<file path="src/rtl/drst_map.svh">
// timing counts, option codes and edge codes for the drive reset input logic
`ifndef DRST_MAP_SVH
`define DRST_MAP_SVH
`define DRST_CLK_MHZ        200
`define DRST_MIN_PULSE_MS   12
`define DRST_ALARM_MAX_MS   30
`define DRST_PANEL_HOLD_MS  4000
`define DRST_MIN_PULSE_CYC  (`DRST_MIN_PULSE_MS * 1000 * `DRST_CLK_MHZ)
`define DRST_ALARM_MAX_CYC  (`DRST_ALARM_MAX_MS * 1000 * `DRST_CLK_MHZ)
`define DRST_PANEL_HOLD_CYC (`DRST_PANEL_HOLD_MS * 1000 * `DRST_CLK_MHZ)
`define DRST_FUNC_RESET     8'h12
`define DRST_FUNC_W         8
`define DRST_NUM_INPUTS     5
`define DRST_EDGE_LEADING   1'b0
`define DRST_EDGE_TRAILING  1'b1
`endif

</file>
<file path="src/rtl/drst_pkg.sv">
// types shared by the drive reset input logic
`default_nettype none
package drst_pkg;
  typedef logic [7:0] drst_func_t;
  typedef enum logic {
    DRST_EDGE_LEAD,
    DRST_EDGE_TRAIL
  } drst_edge_t;
endpackage
`default_nettype wire

</file>
<file path="src/rtl/drst_filter.sv">
// synchroniser and minimum-width filter for the reset input
`default_nettype none
module drst_filter #(
  parameter int unsigned MIN_CYC = 2400000
) (
  input  wire logic sys_clk,
  input  wire logic nrst,
  input  wire logic raw_in,
  output logic      clean_q
);
  localparam int unsigned CW = $clog2(MIN_CYC + 1);
  logic          s1_q;
  logic          s2_q;
  logic [CW-1:0] cnt_q;

  always_ff @(posedge sys_clk or negedge nrst) begin
    if (!nrst) begin
      s1_q <= 1'b0;
      s2_q <= 1'b0;
    end else begin
      s1_q <= raw_in;
      s2_q <= s1_q;
    end
  end

  // a change is accepted only once it has held the full minimum width
  always_ff @(posedge sys_clk or negedge nrst) begin
    if (!nrst) begin
      cnt_q   <= '0;
      clean_q <= 1'b0;
    end else if (s2_q == clean_q) begin
      cnt_q <= '0;
    end else if (cnt_q >= CW'(MIN_CYC - 1)) begin
      cnt_q   <= '0;
      clean_q <= s2_q;
    end else begin
      cnt_q <= cnt_q + CW'(1);
    end
  end
endmodule
`default_nettype wire

</file>
<file path="src/rtl/drst_core.sv">
// reset input handling: terminal selection, edge choice, trip/alarm clear, panel fault
`default_nettype none
`include "drst_map.svh"
// Notes on behaviour
// - reset fires on a full on-off pulse only with trailing edge select
// - reset clears trip state
// - alarm output cleared within 30 ms
// - while active: output off, trip cleared, reset
// - any of five inputs, function code 18
// - edge select picks leading or trailing edge
// - reset input only normally-open polarity
// - power-up performs the same reset
// - active over 4 s from power-up: panel fault
// - panel fault clears after off and key
// - run still active restarts motor after reset
module drst_core
  import drst_pkg::*;
#(
  parameter int unsigned MIN_PULSE_CYC  = `DRST_MIN_PULSE_CYC,
  parameter int unsigned PANEL_HOLD_CYC = `DRST_PANEL_HOLD_CYC
) (
  input  wire logic              sys_clk,
  input  wire logic              nrst,
  input  wire logic [4:0]        input_terminals,
  input  wire logic [4:0]        input_nc_select,
  input  wire drst_pkg::drst_func_t input1_function_select,
  input  wire drst_pkg::drst_func_t input2_function_select,
  input  wire drst_pkg::drst_func_t input3_function_select,
  input  wire drst_pkg::drst_func_t input4_function_select,
  input  wire drst_pkg::drst_func_t input5_function_select,
  input  wire drst_pkg::drst_edge_t reset_edge_select,
  // drive state and operator panel
  input  wire logic              trip_event,
  input  wire logic              run_command,
  input  wire logic              operator_key,
  // outputs; data outputs all come from flip-flops
  output logic                   reset_input_terminal,
  output logic                   trip_q,
  output logic                   alarm_out_q,
  output logic                   motor_enable_q,
  output logic                   drive_reset_pulse_q,
  output logic                   remote_panel_link_fault_message
);
  import drst_pkg::*;

  localparam int unsigned HW        = $clog2(PANEL_HOLD_CYC + 1);
  // alarm bound counted from the raw onset, whatever the filter length
  localparam int unsigned ALARM_CYC = `DRST_ALARM_MAX_CYC;
  localparam int unsigned AW        = $clog2(ALARM_CYC + 1);

  logic [4:0]    sel_mask;
  drst_func_t    fsel [5];
  logic          raw_sel;
  logic          filt;

  logic          filt_prev_q;
  logic          por_q;
  logic          fire;
  logic          trip_clear;
  logic          motor_block;

  logic          panel_q;
  logic          hold_arm_q;
  logic [HW-1:0] hold_cnt_q;
  logic [AW-1:0] onset_cnt_q;
  logic          alarm_block_q;

  // option code that assigns the reset function
  function automatic logic is_reset_fn(input drst_func_t f);
    return f == drst_func_t'(`DRST_FUNC_RESET);
  endfunction

  // function codes per terminal, indexed for the loop
  always_comb begin
    fsel[0] = input1_function_select;
    fsel[1] = input2_function_select;
    fsel[2] = input3_function_select;
    fsel[3] = input4_function_select;
    fsel[4] = input5_function_select;
    sel_mask = '0;
    for (int i = 0; i < 5; i++) begin
      sel_mask[i] = is_reset_fn(fsel[i]);
    end
  end

  // any terminal carrying reset asserts it; the nc option has no say here
  assign raw_sel = |(sel_mask & input_terminals);
  assign reset_input_terminal = filt;

  drst_filter #(
    .MIN_CYC (MIN_PULSE_CYC)
  ) u_filter (
    .sys_clk (sys_clk),
    .nrst    (nrst),
    .raw_in  (raw_sel),
    .clean_q (filt)
  );

  // edge choice; with trailing edge the full on-off pulse is needed
  always_comb begin
    if (reset_edge_select == DRST_EDGE_TRAIL) begin
      fire = filt_prev_q & ~filt;
    end else begin
      fire = filt & ~filt_prev_q;
    end
  end

  // power-up marker, high in the first cycle after reset only
  always_ff @(posedge sys_clk or negedge nrst) begin
    if (!nrst) begin
      por_q <= 1'b1;
    end else begin
      por_q <= 1'b0;
    end
  end

  always_ff @(posedge sys_clk or negedge nrst) begin
    if (!nrst) begin
      filt_prev_q <= 1'b0;
    end else begin
      filt_prev_q <= filt;
    end
  end

  // one-cycle reset strobe, also issued once after power-up
  always_ff @(posedge sys_clk or negedge nrst) begin
    if (!nrst) begin
      drive_reset_pulse_q <= 1'b0;
    end else begin
      drive_reset_pulse_q <= fire | por_q;
    end
  end

  // reset level clears trip as well as the chosen edge
  assign trip_clear = fire | filt;

  // trip cleared by reset; a new trip in the same cycle wins
  always_ff @(posedge sys_clk or negedge nrst) begin
    if (!nrst) begin
      trip_q <= 1'b0;
    end else if (trip_event) begin
      trip_q <= 1'b1;
    end else if (trip_clear) begin
      trip_q <= 1'b0;
    end
  end

  // hard bound: alarm forced off before the limit even if the filter were longer
  always_ff @(posedge sys_clk or negedge nrst) begin
    if (!nrst) begin
      onset_cnt_q <= '0;
    end else if (!raw_sel) begin
      onset_cnt_q <= '0;
    end else if (onset_cnt_q < AW'(ALARM_CYC - 2)) begin
      onset_cnt_q <= onset_cnt_q + AW'(1);
    end
  end

  always_ff @(posedge sys_clk or negedge nrst) begin
    if (!nrst) begin
      alarm_block_q <= 1'b0;
    end else begin
      alarm_block_q <= raw_sel & (onset_cnt_q >= AW'(ALARM_CYC - 2));
    end
  end

  // alarm follows trip with one cycle lag, well inside 30 ms
  always_ff @(posedge sys_clk or negedge nrst) begin
    if (!nrst) begin
      alarm_out_q <= 1'b0;
    end else begin
      alarm_out_q <= trip_q & ~filt & ~fire & ~alarm_block_q;
    end
  end

  // everything that must hold the output off this cycle
  assign motor_block = filt | trip_q | trip_event | por_q;

  // output off while reset active or tripped; restarts at once if run held
  always_ff @(posedge sys_clk or negedge nrst) begin
    if (!nrst) begin
      motor_enable_q <= 1'b0;
    end else begin
      motor_enable_q <= run_command & ~motor_block;
    end
  end

  // watch arms at reset, drops at the first release or when it expires
  always_ff @(posedge sys_clk or negedge nrst) begin
    if (!nrst) begin
      hold_arm_q <= 1'b1;
    end else if (hold_arm_q && (!raw_sel || hold_cnt_q >= HW'(PANEL_HOLD_CYC))) begin
      hold_arm_q <= 1'b0;
    end
  end

  always_ff @(posedge sys_clk or negedge nrst) begin
    if (!nrst) begin
      hold_cnt_q <= '0;
    end else if (hold_arm_q && raw_sel && hold_cnt_q < HW'(PANEL_HOLD_CYC)) begin
      hold_cnt_q <= hold_cnt_q + HW'(1);
    end
  end

  // panel fault: display only, the drive itself keeps no fault
  always_ff @(posedge sys_clk or negedge nrst) begin
    if (!nrst) begin
      panel_q <= 1'b0;
    end else if (hold_arm_q && raw_sel && hold_cnt_q >= HW'(PANEL_HOLD_CYC)) begin
      panel_q <= 1'b1;
    end else if (panel_q && !filt && !raw_sel && operator_key) begin
      panel_q <= 1'b0;
    end
  end
  assign remote_panel_link_fault_message = panel_q;

endmodule
`default_nettype wire

</file>
<file path="config.mk">
export PLATFORM = sky130hd
export DESIGN_NAME = drst_core
export DESIGN_NICKNAME = d
export VERILOG_FILES = /design/src/rtl/drst_pkg.sv /design/src/rtl/drst_filter.sv /design/src/rtl/drst_core.sv
export VERILOG_INCLUDE_DIRS = /design/src /design/src/rtl
export SDC_FILE = /design/constraint.sdc
export NUM_CORES = 1
export LEC_CHECK = 0
export ABC_AREA = 1
export BUFFER_PORTS_ARGS = -buffer_cell sky130_fd_sc_hd__buf_2
export CAP_MARGIN = 20
export CORE_MARGIN = 8
export CORE_UTILIZATION = 50
export DETAILED_ROUTE_END_ITERATION = 6
export GPL_ROUTABILITY_DRIVEN = 0
export PLACE_DENSITY = 0.73
export SLEW_MARGIN = 0
export SYNTH_ARGS = -nofsm -noshare
export SYNTH_HDL_FRONTEND = slang
export SYNTH_HIERARCHICAL = 1
export SYNTH_SLANG_ARGS = --single-unit
</file>
<file path="constraint.sdc">
create_clock -name sys_clk -period 1.9 [get_ports sys_clk]
set_input_delay 0.285 -clock sys_clk [delete_from_list [all_inputs] [get_ports sys_clk]]
set_output_delay 0.285 -clock sys_clk [all_outputs]
set_load 0.02 [all_outputs]
</file>
# Yosys cells after proc, flatten, opt, wreduce, memory -nomap -nowiden
# Index checks and enable logic that the tools add are counted.
dict set report op_classes {
  n_addsub 3
  n_lt_le_gt_ge 5
  n_eq_ne 7
  muxes 9
  bitwise 19
  reduce_logical 14
}
# cell n
set ops {}
lappend ops {{$mux 23} 2}
lappend ops {{$mux 22} 2}
lappend ops {{$eq 8x5->1 const B} 5}
lappend ops {{$add 30x1->30 const B} 1}
lappend ops {{$ge 30x30->1 const B} 1}
lappend ops {{$lt 30x30->1 const B} 1}
lappend ops {{$add 23x1->23 const B} 1}
lappend ops {{$ge 23x23->1 const B} 1}
lappend ops {{$lt 23x23->1 const B} 1}
lappend ops {{$add 22x1->22 const B} 1}
lappend ops {{$ge 22x22->1 const B} 1}
lappend ops {{$and 1x1->1} 7}
lappend ops {{$logic_and 1x1->1} 7}
lappend ops {{$not 1->1} 6}
lappend ops {{$and 5x5->5} 1}
lappend ops {{$mux 1} 5}
lappend ops {{$or 1x1->1} 5}
lappend ops {{$reduce_or 5->1} 1}
lappend ops {{$reduce_bool 2->1} 2}
lappend ops {{$logic_not 1->1} 2}
lappend ops {{$ne 2x1->1 const B} 1}
lappend ops {{$reduce_and 2->1} 1}
lappend ops {{$eq 1x1->1} 1}
lappend ops {{$logic_or 1x1->1} 1}
dict set report word_totals {
  reg_bits 87
  input_bits 56
  output_inout_bits 6
  word_cells 72
}

# Longest topological paths before layout
# Gate-level depths: netlist of run 1.
dict set report depth {
  depth_word 8
  depth_mapped 11
  ltp_nobuf 11
}

# Hierarchy
# The synthesis of run 1 kept the hierarchy.
# mod n_inst cells_each area_each_um2 seq_area_each_um2
set modules_own_cells {}
lappend modules_own_cells {drst_core 1 660 4287.9 1554.0}
lappend modules_own_cells {drst_filter 1 186 1456.4 625.6}

# Worst setup path after synthesis of run 1
# OpenSTA, ideal clock, no wires.
dict set report synth_path {
  path_type {register -> register}
  start {register onset_cnt_q[0]}
  end {register onset_cnt_q[16]}
  setup_time_ns 0.117
  arrival_ns 1.430
  required_ns 1.783
  path_slack_ns 0.354
  stages_incl_launch_ff 10
  path_buffers 0
  period_less_slack_ns 1.546
  cell_sequence {dfrtp_1 -> ha_1 -> inv_1 -> nor2_1 -> nand2_1 -> inv_1 -> nand3b_1 -> xnor2_1 -> nand3_1 -> nand2_1}
}
dict set report synth_between {
  elab_chain_len 3
  elab_cells_between_ends 5
  cone_classes {add/sub (1); order compare (1); eq/ne (1); mux (2)}
}
# item line
set synth_rtl {}
lappend synth_rtl {{from (decl)} drst_core.sv:65} ;# logic [AW-1:0] onset_cnt_q;
lappend synth_rtl {{from (signal assigned)} drst_core.sv:155} ;# onset_cnt_q <= onset_cnt_q + AW'(1);
lappend synth_rtl {{$add 23x1->23} drst_core.sv:155}
lappend synth_rtl {{$mux 23} drst_core.sv:154} ;# end else if (onset_cnt_q < AW'(ALARM_CYC - 2)) begin
lappend synth_rtl {{$mux 23} drst_core.sv:152} ;# end else if (!raw_sel) begin
# Parallel ways exist; a longest one is shown, timed or not. The select of a mux whose other input is x is not followed.
# A chain may end at the register's enable or synchronous reset.

# Worst setup path after layout of run 1
dict set report layout_path {
  start {register hold_cnt_q[0]}
  end {register hold_cnt_q[26]}
}
dict set report layout_between {
  elab_chain_len 2
  elab_cells_between_ends 3
  cone_classes {add/sub (1); order compare (1); reduce/logical (1)}
}
# item line
set layout_rtl {}
lappend layout_rtl {{from (decl)} drst_core.sv:64} ;# logic [HW-1:0] hold_cnt_q;
lappend layout_rtl {{from (signal assigned)} drst_core.sv:201} ;# hold_cnt_q <= hold_cnt_q + HW'(1);
lappend layout_rtl {{$lt 30x30->1} drst_core.sv:200} ;# end else if (hold_arm_q && raw_sel && hold_cnt_q < HW'(PANEL_HOLD_CYC)) begin
lappend layout_rtl {{$logic_and 1x1->1} drst_core.sv:200}
# Parallel ways exist; a longest one is shown, timed or not.

==> metrics.txt, run 1 <==
layout filler cell count around 1100; Post-route DRC 0; Power Density about 580 nW/um2; nets just under 1000; worst r2r dst hold_cnt_q[26]; Netlist cell types 35; post-route minimum period between 1500 and 2000 ps; register bit total from synthesis 87; WL per Instance between 10 and 15 um; Hold Startpoint trip_event; cell count after synthesis roughly 850; xor/xnor share of the synthesized area under 10%; Most common cell on crit path nand2_1; Net Switching 860.1 uW; hold path endpoint trip_q; Final setup viols 0; Critical Path Source Type flop; Die Wd 123.2 um; worst stage delay on the critical path 410 ps; I/O Buffers 56; Skew-Pair Late Insertion Delay around 350 ps; # rows 39; fraction of layout cells with a size suffix above 1 ~16%; Slew @ Worst Pin about 500 ps; TritonCTS buffer count 9; Reg-to-Reg Start hold_cnt_q[0]; largest family of logic cells by synthesized area simple AND/OR/NAND/NOR gates; DP Wirelength ~11000 um; Max Fclk between 0.5 and 0.6 GHz; CP Max Fanout 4; Synth Area in Simple Gates between 40% and 50%; yosys warns 6; Post-Syn Area ~5700 um2; pin count of the biggest net entering global routing 38; worst-path cell chain ha_1, nand3_1, inv_1, nand2_1, nor2_2, buf_4, nand2_1, nand2_1, nand2_1, nand3_1, nand2_1; Finished Cell Area about 6600 um2; unrepaired setup endpoints after global routing false; hold-critical path depth 3; Crit path arrival time 2000 ps; initial antenna violation count 0; Die Footprint roughly 15000 um2; Seq pwr share 48.2%; vias per cell about 5; critical-path cell with the highest stage delay dfrtp_1; clock-pin slew on the worst setup and hold paths 70 ps; first-pass GRT wire length about 23000 um; final WL between 10000 and 15000 um; Worst Reg-to-Reg Cells 11; I/O Pins 62; Starting Density 50.74%; maxcap violations 0; status finished, final reports clean; sequential area share after synthesis a little under two fifths; Overflow after GRT 0; DP Area 6305 um2; Comb pwr share 3.3%; worst vdd ir 0.0006503 V; Tcrit/Tclk final between 90 and 100%; vias in the first global route around 5000; Worst path top cell family by delay simple AND/OR/NAND/NOR gates; Worst Path Required about 2100 ps; TritonCTS clock tree done; kind of critical path flop to flop; clk sink count 87; Hold Vio Cnt, Final 0; die height 123.2 um; Initial DRT Pass Iterations 7; Max Clock Skew 9.369 ps; CTS max path bufs 2; post-synthesis mux area share 0%; Vias approximately 5400; max-slew violation count 0; Starting DRT DRC Count about 420; diode count 0; CP Capture Type flop; Cell Int Power about 3 mW; mean post-synth cell area between 6 and 7 um2; buffer and inverter count on the worst path 2; P&R area growth vs syn 15.73%; core area ~11000 um2; Max-slew headroom between 60 and 70%; Compound-Gate Fraction of Synth Area under 10%; reg2reg setup slack between 100 and 150 ps; H-tree lvl count 3; clk root buf clkbuf_16; sw frac 22.33%; post-synth net total around 910; class of the worst hold path input pin to flop; antenna viol nets, final 0; Synth Area in Adders 1.089%; TNS Setup 0 ps; Clock power frac around half; P_leak 3.151 nW; GRT Util Overall 19.21%
## worst register-to-register path: cells and delay by family, from the launching register on
kind / cells / cell delay, ps
AND/OR/NAND/NOR: 8 / 780
buffers and inverters: 2 / 280
adder cells (fa/ha/maj): 1 / 190
flip-flops: 1 / 410
## state kept, by name, indices dropped and copies added, names as in the netlist
signal                           count
alarm_out_q                          1
u_filter/s1_q                        1
drive_reset_pulse_q                  1
filt_prev_q                          1
u_filter/cnt_q                      22
onset_cnt_q                         23
por_q                                1
trip_q                               1
hold_cnt_q                          30
hold_arm_q                           1
u_filter/clean_q                     1
u_filter/s2_q                        1
motor_enable_q                       1
remote_panel_link_fault_message      1
alarm_block_q                        1
## power by group through the flow
stage	Clock [mW]	Sequential [mW]	Combinational, mW
after floorplan	0	1.89	0.0252
after global placement	0	1.89	0.129
after detailed placement	0	1.89	0.132
after CTS	1.92	1.86	0.133
after global routing	2.01	1.86	0.148
final	1.87	1.86	0.129
## kinds of logic (layout without fill, tap and decap cells)
family / count (synthesis) / in the layout
xor+xnor: 36 / 36
compound gates: 22 / 22
fa+ha+maj: 5 / 5
buf+inv: 118 / 200
flops: 87 / 87
other cells: 1 / 1
simple gates: 577 / 577
## per-stage QoR
step	instances	power [mW]	worst slack, ps	utilization (%)	hold WS (ps)
2_1_floorplan	846	1.919	353.7	-	-10.59
3_3_place_gp	1052	2.021	182.7	55.69	287.0
3_5_place_dp	1052	2.024	153.8	55.69	291.5
4_1_cts	1069	3.911	122.6	58.57	144.1
5_1_grt	1071	4.010	12.98	58.72	158.2
6_report	1071	3.851	148.1	58.72	154.5
## synth_stat cells
master	number	area (um2)
nand2_1	276	1036
nor2_1	128	480.5
inv_1	94	352.8
dfrtp_1	85	2127
nand3_1	79	395.4
xor2_1	25	219.0
nor3_1	22	110.1
nand4_1	21	131.4
nor2_2	21	131.4
xnor2_1	11	96.34
buf_2	9	45.04
o21ai_0	8	40.04
nand2_2	7	43.79
nand3b_1	7	52.55
inv_2	6	22.52
a21oi_1	5	25.02
ha_1	5	62.56
buf_4	4	30.03
o21ai_1	4	20.02
buf_6	3	33.78
nand3_2	3	30.03
nor2_4	3	33.78
nor3b_1	3	22.52
nor4_1	3	18.77
a21oi_4	2	32.53
dfstp_2	2	52.55
o21bai_2	2	22.52
a21o_1	1	7.510
buf_8	1	15.01
clkinv_2	1	5.000
conb_1	1	3.750
nand2_4	1	11.26
nand4_4	1	21.27
or2_0	1	6.260
or3_1	1	6.260
## layout make-up
type	instances	area [um2]	area share, %
Multi-Input combinational cell	641	3068	46.15
Sequential cell	87	2180	32.79
Timing Repair Buffer	83	525.5	7.905
Inverter	101	380.4	5.722
Clock buffer	10	239.0	3.595
Tap cell	143	178.9	2.692
Clock inverter	6	76.32	1.148
## per-layer routing
metal / GRT usage, % / routed length (um) / vias to the layer above
met5: 0 / 0 / -
met4: 5.418 / 147 / 0
met3: 4.612 / 567 / 14
met2: 31.02 / 6461 / 89
met1: 25.19 / 6574 / 2466
li1: - / - / 2790
## worst max-delay path by stage
stage,endpoint,from,cells after the start,slack (ps)
3_3_place_gp,hold_cnt_q[26],hold_cnt_q[0],11,180
4_1_cts,hold_cnt_q[26],hold_cnt_q[0],11,120
2_1_floorplan,onset_cnt_q[16],onset_cnt_q[0],9,350
6_report,hold_cnt_q[26],hold_cnt_q[0],11,150
5_1_grt,hold_cnt_q[26],hold_cnt_q[1],11,10
3_5_place_dp,hold_cnt_q[26],hold_cnt_q[0],11,150
## repair_timing
item	in CTS	in global routing
hold buffers	1	0
resized for setup	0	1
buffers inserted	0	2
endpoints found under the setup margin	0	2
hold endpoints to repair	32	0
## cell usage in the layout, fill, tap and decap left out, types with 4 or more instances in the layout
master,synthesis,final
nand2_1,276,276
nor2_1,128,125
inv_1,94,94
dfrtp_1,85,85
nand3_1,79,79
buf_2,9,55
xor2_1,25,25
nor2_2,21,24
buf_4,4,24
nor3_1,22,22
nand4_1,21,21
xnor2_1,11,11
clkbuf_16,0,9
o21ai_0,8,8
nand3b_1,7,7
nand2_2,7,7
inv_2,6,6
a21oi_1,5,5
ha_1,5,5
o21ai_1,4,4
(Power assumes the default switching activity.)
==> inputs of run 2 (changes only) <==
--- a/config.mk
+++ b/config.mk
@@ -7,7 +7,7 @@
 export NUM_CORES = 1
 export LEC_CHECK = 0
 export ABC_AREA = 1
-export BUFFER_PORTS_ARGS = -buffer_cell sky130_fd_sc_hd__buf_2
+export BUFFER_PORTS_ARGS = -buffer_cell sky130_fd_sc_hd__buf_4
 export CAP_MARGIN = 20
 export CORE_MARGIN = 8
 export CORE_UTILIZATION = 50
==> metrics.txt, run 2 (synthesis results as in run 1) <==
status finished, final reports clean; diode count 0; TritonCTS clock tree done; worst vdd ir between 0.0007 and 0.0008 V; Starting DRT DRC Count about 500; Skew-Pair Late Insertion Delay between 300 and 400 ps; TNS Setup 0 ps; Die Wd approximately 120 um; vias in the first global route ~5000; Post-CTS Setup Bufs 0; nets between 900 and 1000; max-slew violation count 0; pin count of the biggest net entering global routing 36; Post-route DRC 0; Clock power frac between 40% and 50%; Initial DRT Pass Iterations 6; DP Wirelength 10680 um; WL per Instance ~13 um; Overflow after GRT 0; P&R area growth vs syn 17.47%; kind of critical path flop to flop; initial antenna violation count 0; GRT Util Overall between 10% and 20%; final WL about 14000 um; Crit path arrival time between 1500 and 2000 ps; max reg flops 30; # rows 39; H-tree lvl count 3; vias per cell ~5.0; critical-path cell with the highest stage delay dfrtp_1; most frequent cells in the layout nand2_1, nor2_1, inv_1; CTS max path bufs 2; clk sink count 87; Biggest register hold_cnt_q; unrepaired setup endpoints after global routing false; commonest non-fill, non-tap cell in the layout nand2_1; core area 11320 um2; post-route minimum period ~1700 ps; Critical Path Source Type flop; layout filler cell count between 1000 and 1500; Vias approximately 5300; Worst Path Required roughly 2100 ps; clock-pin slew on the worst setup and hold paths about 70 ps; Max Fclk slightly below 0.6 GHz; area of the multi-input gates 3077 um2; I/O Pins 62; die height about 120 um; Seq pwr share 50.0%; fraction of layout cells with a size suffix above 1 between 15 and 20%; sw frac between 20% and 30%; Max Clock Skew 9.432 ps; utilization after layout 59.60%; Total Power approximately 3.7 mW; worst-path cell chain inv_1, nand4_1, nor2_4, nand3_2, nand2_4, inv_2, o21ai_0, nor2_1; class of the worst hold path input pin to flop; TritonCTS buffer count 9; clk root buf clkbuf_16; Starting Density 50.74%; Die Footprint ~15000 um2; CP Max Fanout 16; P_leak ~3.2 nW; first-pass GRT wire length about 24000 um; register area 2180 um2; Net Switching around 840 uW; CP Capture Type flop; antenna viol nets, final 0; Hold Vio Cnt, Final 0; Power Density 550.4 nW/um2; maxcap violations 0; I/O Buffers 56; worst stage delay on the critical path about 470 ps; Comb pwr share ~4.2%; Cell Int Power approximately 2.9 mW; Final setup viols 0; top flop regs hold_cnt_q: 30 flops, onset_cnt_q: 23 flops, u_filter/cnt_q: 22 flops; Tcrit/Tclk final 88.16%
## run 2: repair_timing
item | in CTS | in global routing
hold buffers | 1 | 0
resized for setup | 0 | 3
setup endpoints to repair | 0 | 4
hold endpoints to repair | 30 | 0
## run 2: layout make-up
| class | count | area share [%] |
|---|---|---|
| Tap cell | 143 | 2.652 |
| Clock buffer | 11 | 3.597 |
| Sequential cell | 87 | 32.30 |
| Timing Repair Buffer | 81 | 9.605 |
| Multi-Input combinational cell | 641 | 45.60 |
| Clock inverter | 5 | 0.6119 |
| Inverter | 101 | 5.637 |
## run 2: worst paths after layout
path / from / to / slack [ps] / depth (start not counted)
min in group asynchronous: nrst / filt_prev_q / 440 / 2
setup / recovery: onset_cnt_q[18] / onset_cnt_q[1] / 220 / 8
hold reg to reg: u_filter/s1_q / u_filter/s2_q / 380 / 0
hold / removal: trip_event / trip_q / 150 / 3
setup reg to reg: onset_cnt_q[18] / onset_cnt_q[1] / 220 / 8
max in group asynchronous: nrst / hold_cnt_q[1] / 890 / 3
## run 2: worst max-delay path, delay by kind of cell (launching register included)
| family | cells | cell delay (ps) |
|---|---|---|
| AND/OR/NAND/NOR | 5 | 640 |
| flip-flops | 1 | 470 |
| buffers and inverters | 2 | 280 |
| AO/OA/AOI/OAI | 1 | 170 |
## run 2: metrics by stage
stage                     area [um2]  setup WS, ps  instances  hold slack [ps]
after floorplan                 5744         353.7        846           -10.59
after global placement          6442         240.1       1052            275.9
after detailed placement        6442         189.9       1052            273.5
after CTS                       6736         179.2       1069            145.5
after global routing            6748         6.977       1069            154.2
final                           6748         224.9       1069            152.1
## run 2: power by group through the flow
| stage | clock network (mW) | registers (mW) | logic, mW |
|---|---|---|---|
| floorplan | 0 | 1.89 | 0.0252 |
| global placement | 0 | 1.89 | 0.156 |
| detailed placement | 0 | 1.89 | 0.158 |
| CTS | 1.74 | 1.86 | 0.159 |
| global route | 1.80 | 1.86 | 0.175 |
| finish | 1.70 | 1.86 | 0.155 |
## run 2: metal layers
metal	GRT usage (%)	routed length, um	vias to the layer above
met5	0	0	-
met4	4.214	133	0
met3	4.155	614	7
met2	31.09	6633	92
met1	26.64	6571	2438
li1	-	-	2790
==> inputs of run 3 (changes only) <==
--- a/config.mk
+++ b/config.mk
@@ -10,10 +10,11 @@
 export BUFFER_PORTS_ARGS = -buffer_cell sky130_fd_sc_hd__buf_4
 export CAP_MARGIN = 20
 export CORE_MARGIN = 8
-export CORE_UTILIZATION = 50
+export CORE_UTILIZATION = 45
+export CTS_BUF_LIST = sky130_fd_sc_hd__clkbuf_16
 export DETAILED_ROUTE_END_ITERATION = 6
 export GPL_ROUTABILITY_DRIVEN = 0
-export PLACE_DENSITY = 0.73
+export PLACE_DENSITY = 0.67
 export SLEW_MARGIN = 0
 export SYNTH_ARGS = -nofsm -noshare
 export SYNTH_HDL_FRONTEND = slang
==> metrics.txt, run 3 (synthesis results as in run 1) <==
Worst Path Required roughly 2100 ps; Total Power 3.651 mW; status finished, final reports clean; CTS max path bufs 2; Clock power frac 45.0%; Final setup viols 0; layout filler cell count ~1300; hold-critical path depth 3; diode count 0; Seq pwr share between 50% and 60%; Post-route DRC 0; Cell Int Power between 2 and 3 mW; clock-pin slew on the worst setup and hold paths approximately 60 ps; I/O Buffers 56; kind of critical path flop to flop; final WL 14180 um; Crit path arrival time approximately 2000 ps; Net Switching between 800 and 900 uW; Hold Startpoint trip_event; clk sink count 87; class of the worst hold path input pin to flop; max-slew violation count 0; Comb pwr share between 4 and 5%; worst r2r dst onset_cnt_q[1]; Worst Reg-to-Reg Cells 8; Biggest register hold_cnt_q; fraction of layout cells with a size suffix above 1 between 15 and 20%; vias in the first global route between 5000 and 6000; TNS Setup 0 ps; Finished Cell Area just under 7000 um2; Critical Path Source Type flop; TritonCTS buffer count 9; utilization after layout between 50% and 60%; Max Clock Skew between 9 and 10 ps; Skew-Pair Late Insertion Delay between 300 and 400 ps; H-tree lvl count 3; Hold Vio Cnt, Final 0; pin count of the biggest net entering global routing 41; P&R area growth vs syn 17.60%; most frequent cells in the layout nand2_1, nor2_1, inv_1; GRT Util Overall 18.43%; core area around 13000 um2; vias per cell ~5.0; top flop regs hold_cnt_q: 30 flops, onset_cnt_q: 23 flops, u_filter/cnt_q: 22 flops; Reg-to-Reg Start onset_cnt_q[18]; sw frac between 20% and 30%; WL per Instance 12.94 um; DP Wirelength between 10000 and 15000 um; Die Wd 129.0 um; commonest non-fill, non-tap cell in the layout nand2_1; Power Density between 500 and 600 nW/um2; antenna viol nets, final 0; Vias 5452; worst vdd ir about 0.00043 V; TritonCTS clock tree done; Starting Density between 40 and 50%; maxcap violations 0; I/O Pins 62; post-route minimum period about 1700 ps; reg2reg setup slack roughly 180 ps; CP Max Fanout 14; clk root buf clkbuf_16; hold path endpoint trip_q; DP Area between 6000 and 7000 um2; CP Capture Type flop; Die Footprint between 15000 and 20000 um2; die height 129.0 um; Overflow after GRT 0; Initial DRT Pass Iterations 5; P_leak roughly 3.2 nW; unrepaired setup endpoints after global routing false; Fin Hold WS between 100 and 150 ps; Max Fclk between 0.5 and 0.6 GHz; Tcrit/Tclk final 90.65%; first-pass GRT wire length ~25000 um; # rows between 40 and 50; nets 980; max reg flops 30; Starting DRT DRC Count around 450; initial antenna violation count 0
run 3: cell count changes in the layout (fill, tap and decap cells not counted), sizes merged:
| cell | previous run | this run |
|---|---|---|
| clkinvlp | 2 | 1 |
| buf | 80 | 78 |
| clkbuf | 11 | 9 |
| clkinv | 3 | 6 |
run 3: area by class of cell:
type | instances | area [um2] | area share [%]
sequential | 87 | 2180 | 32.27
clock buffer | 9 | 225.2 | 3.334
clock inverter | 7 | 47.55 | 0.7038
tap | 172 | 215.2 | 3.186
timing repair buffer | 79 | 633.1 | 9.372
inverter | 101 | 380.4 | 5.631
multi-input combinational | 641 | 3074 | 45.51
run 3: per-stage QoR:
step,worst slack [ps],std cells
2_1_floorplan,353.7,846
3_3_place_gp,227.3,1079
3_5_place_dp,202.4,1079
4_1_cts,173.8,1096
5_1_grt,12.31,1096
6_report,177.6,1096
run 3: layer usage:
metal  vias up  global-route usage, %  part of all wire [%]
met1      2534                  24.49                    47
met5         -                      0                     0
met4         0                  4.423                   1.0
li1       2789                      -                     -
met2       117                  29.56                    48
met3        12                  4.427                   4.6
run 3: repair_timing:
action	in CTS	in global routing
resized for setup	0	2
setup endpoints to repair	0	2
endpoints found under the hold margin	27	0
buffers inserted	0	0
hold buffers	1	0
run 3: critical path: stages (launching register included):
cell and delay (ps):
dfrtp_1 470, inv_1 120, nand4_1 150, nor2_4 180
nand3_2 110, nand2_4 190, inv_2 150, o21ai_0 170
nor2_1 70
run 3: worst max-delay path by stage:
stage	start	endpoint	slack, ps	depth (start not counted)
after floorplan	onset_cnt_q[0]	onset_cnt_q[16]	350	9
after global placement	hold_cnt_q[0]	hold_cnt_q[26]	230	10
after detailed placement	hold_cnt_q[0]	hold_cnt_q[26]	200	10
after CTS	onset_cnt_q[18]	onset_cnt_q[1]	170	8
after global routing	onset_cnt_q[18]	onset_cnt_q[1]	10	8
final	onset_cnt_q[18]	onset_cnt_q[1]	180	8
run 3: power by group through the flow:
stage,clock [mW],sequential [mW],combinational [mW]
after global placement,0,1.89,0.153
after CTS,1.70,1.86,0.157
after global routing,1.78,1.86,0.173
after floorplan,0,1.89,0.0252
final,1.64,1.86,0.152
after detailed placement,0,1.89,0.155
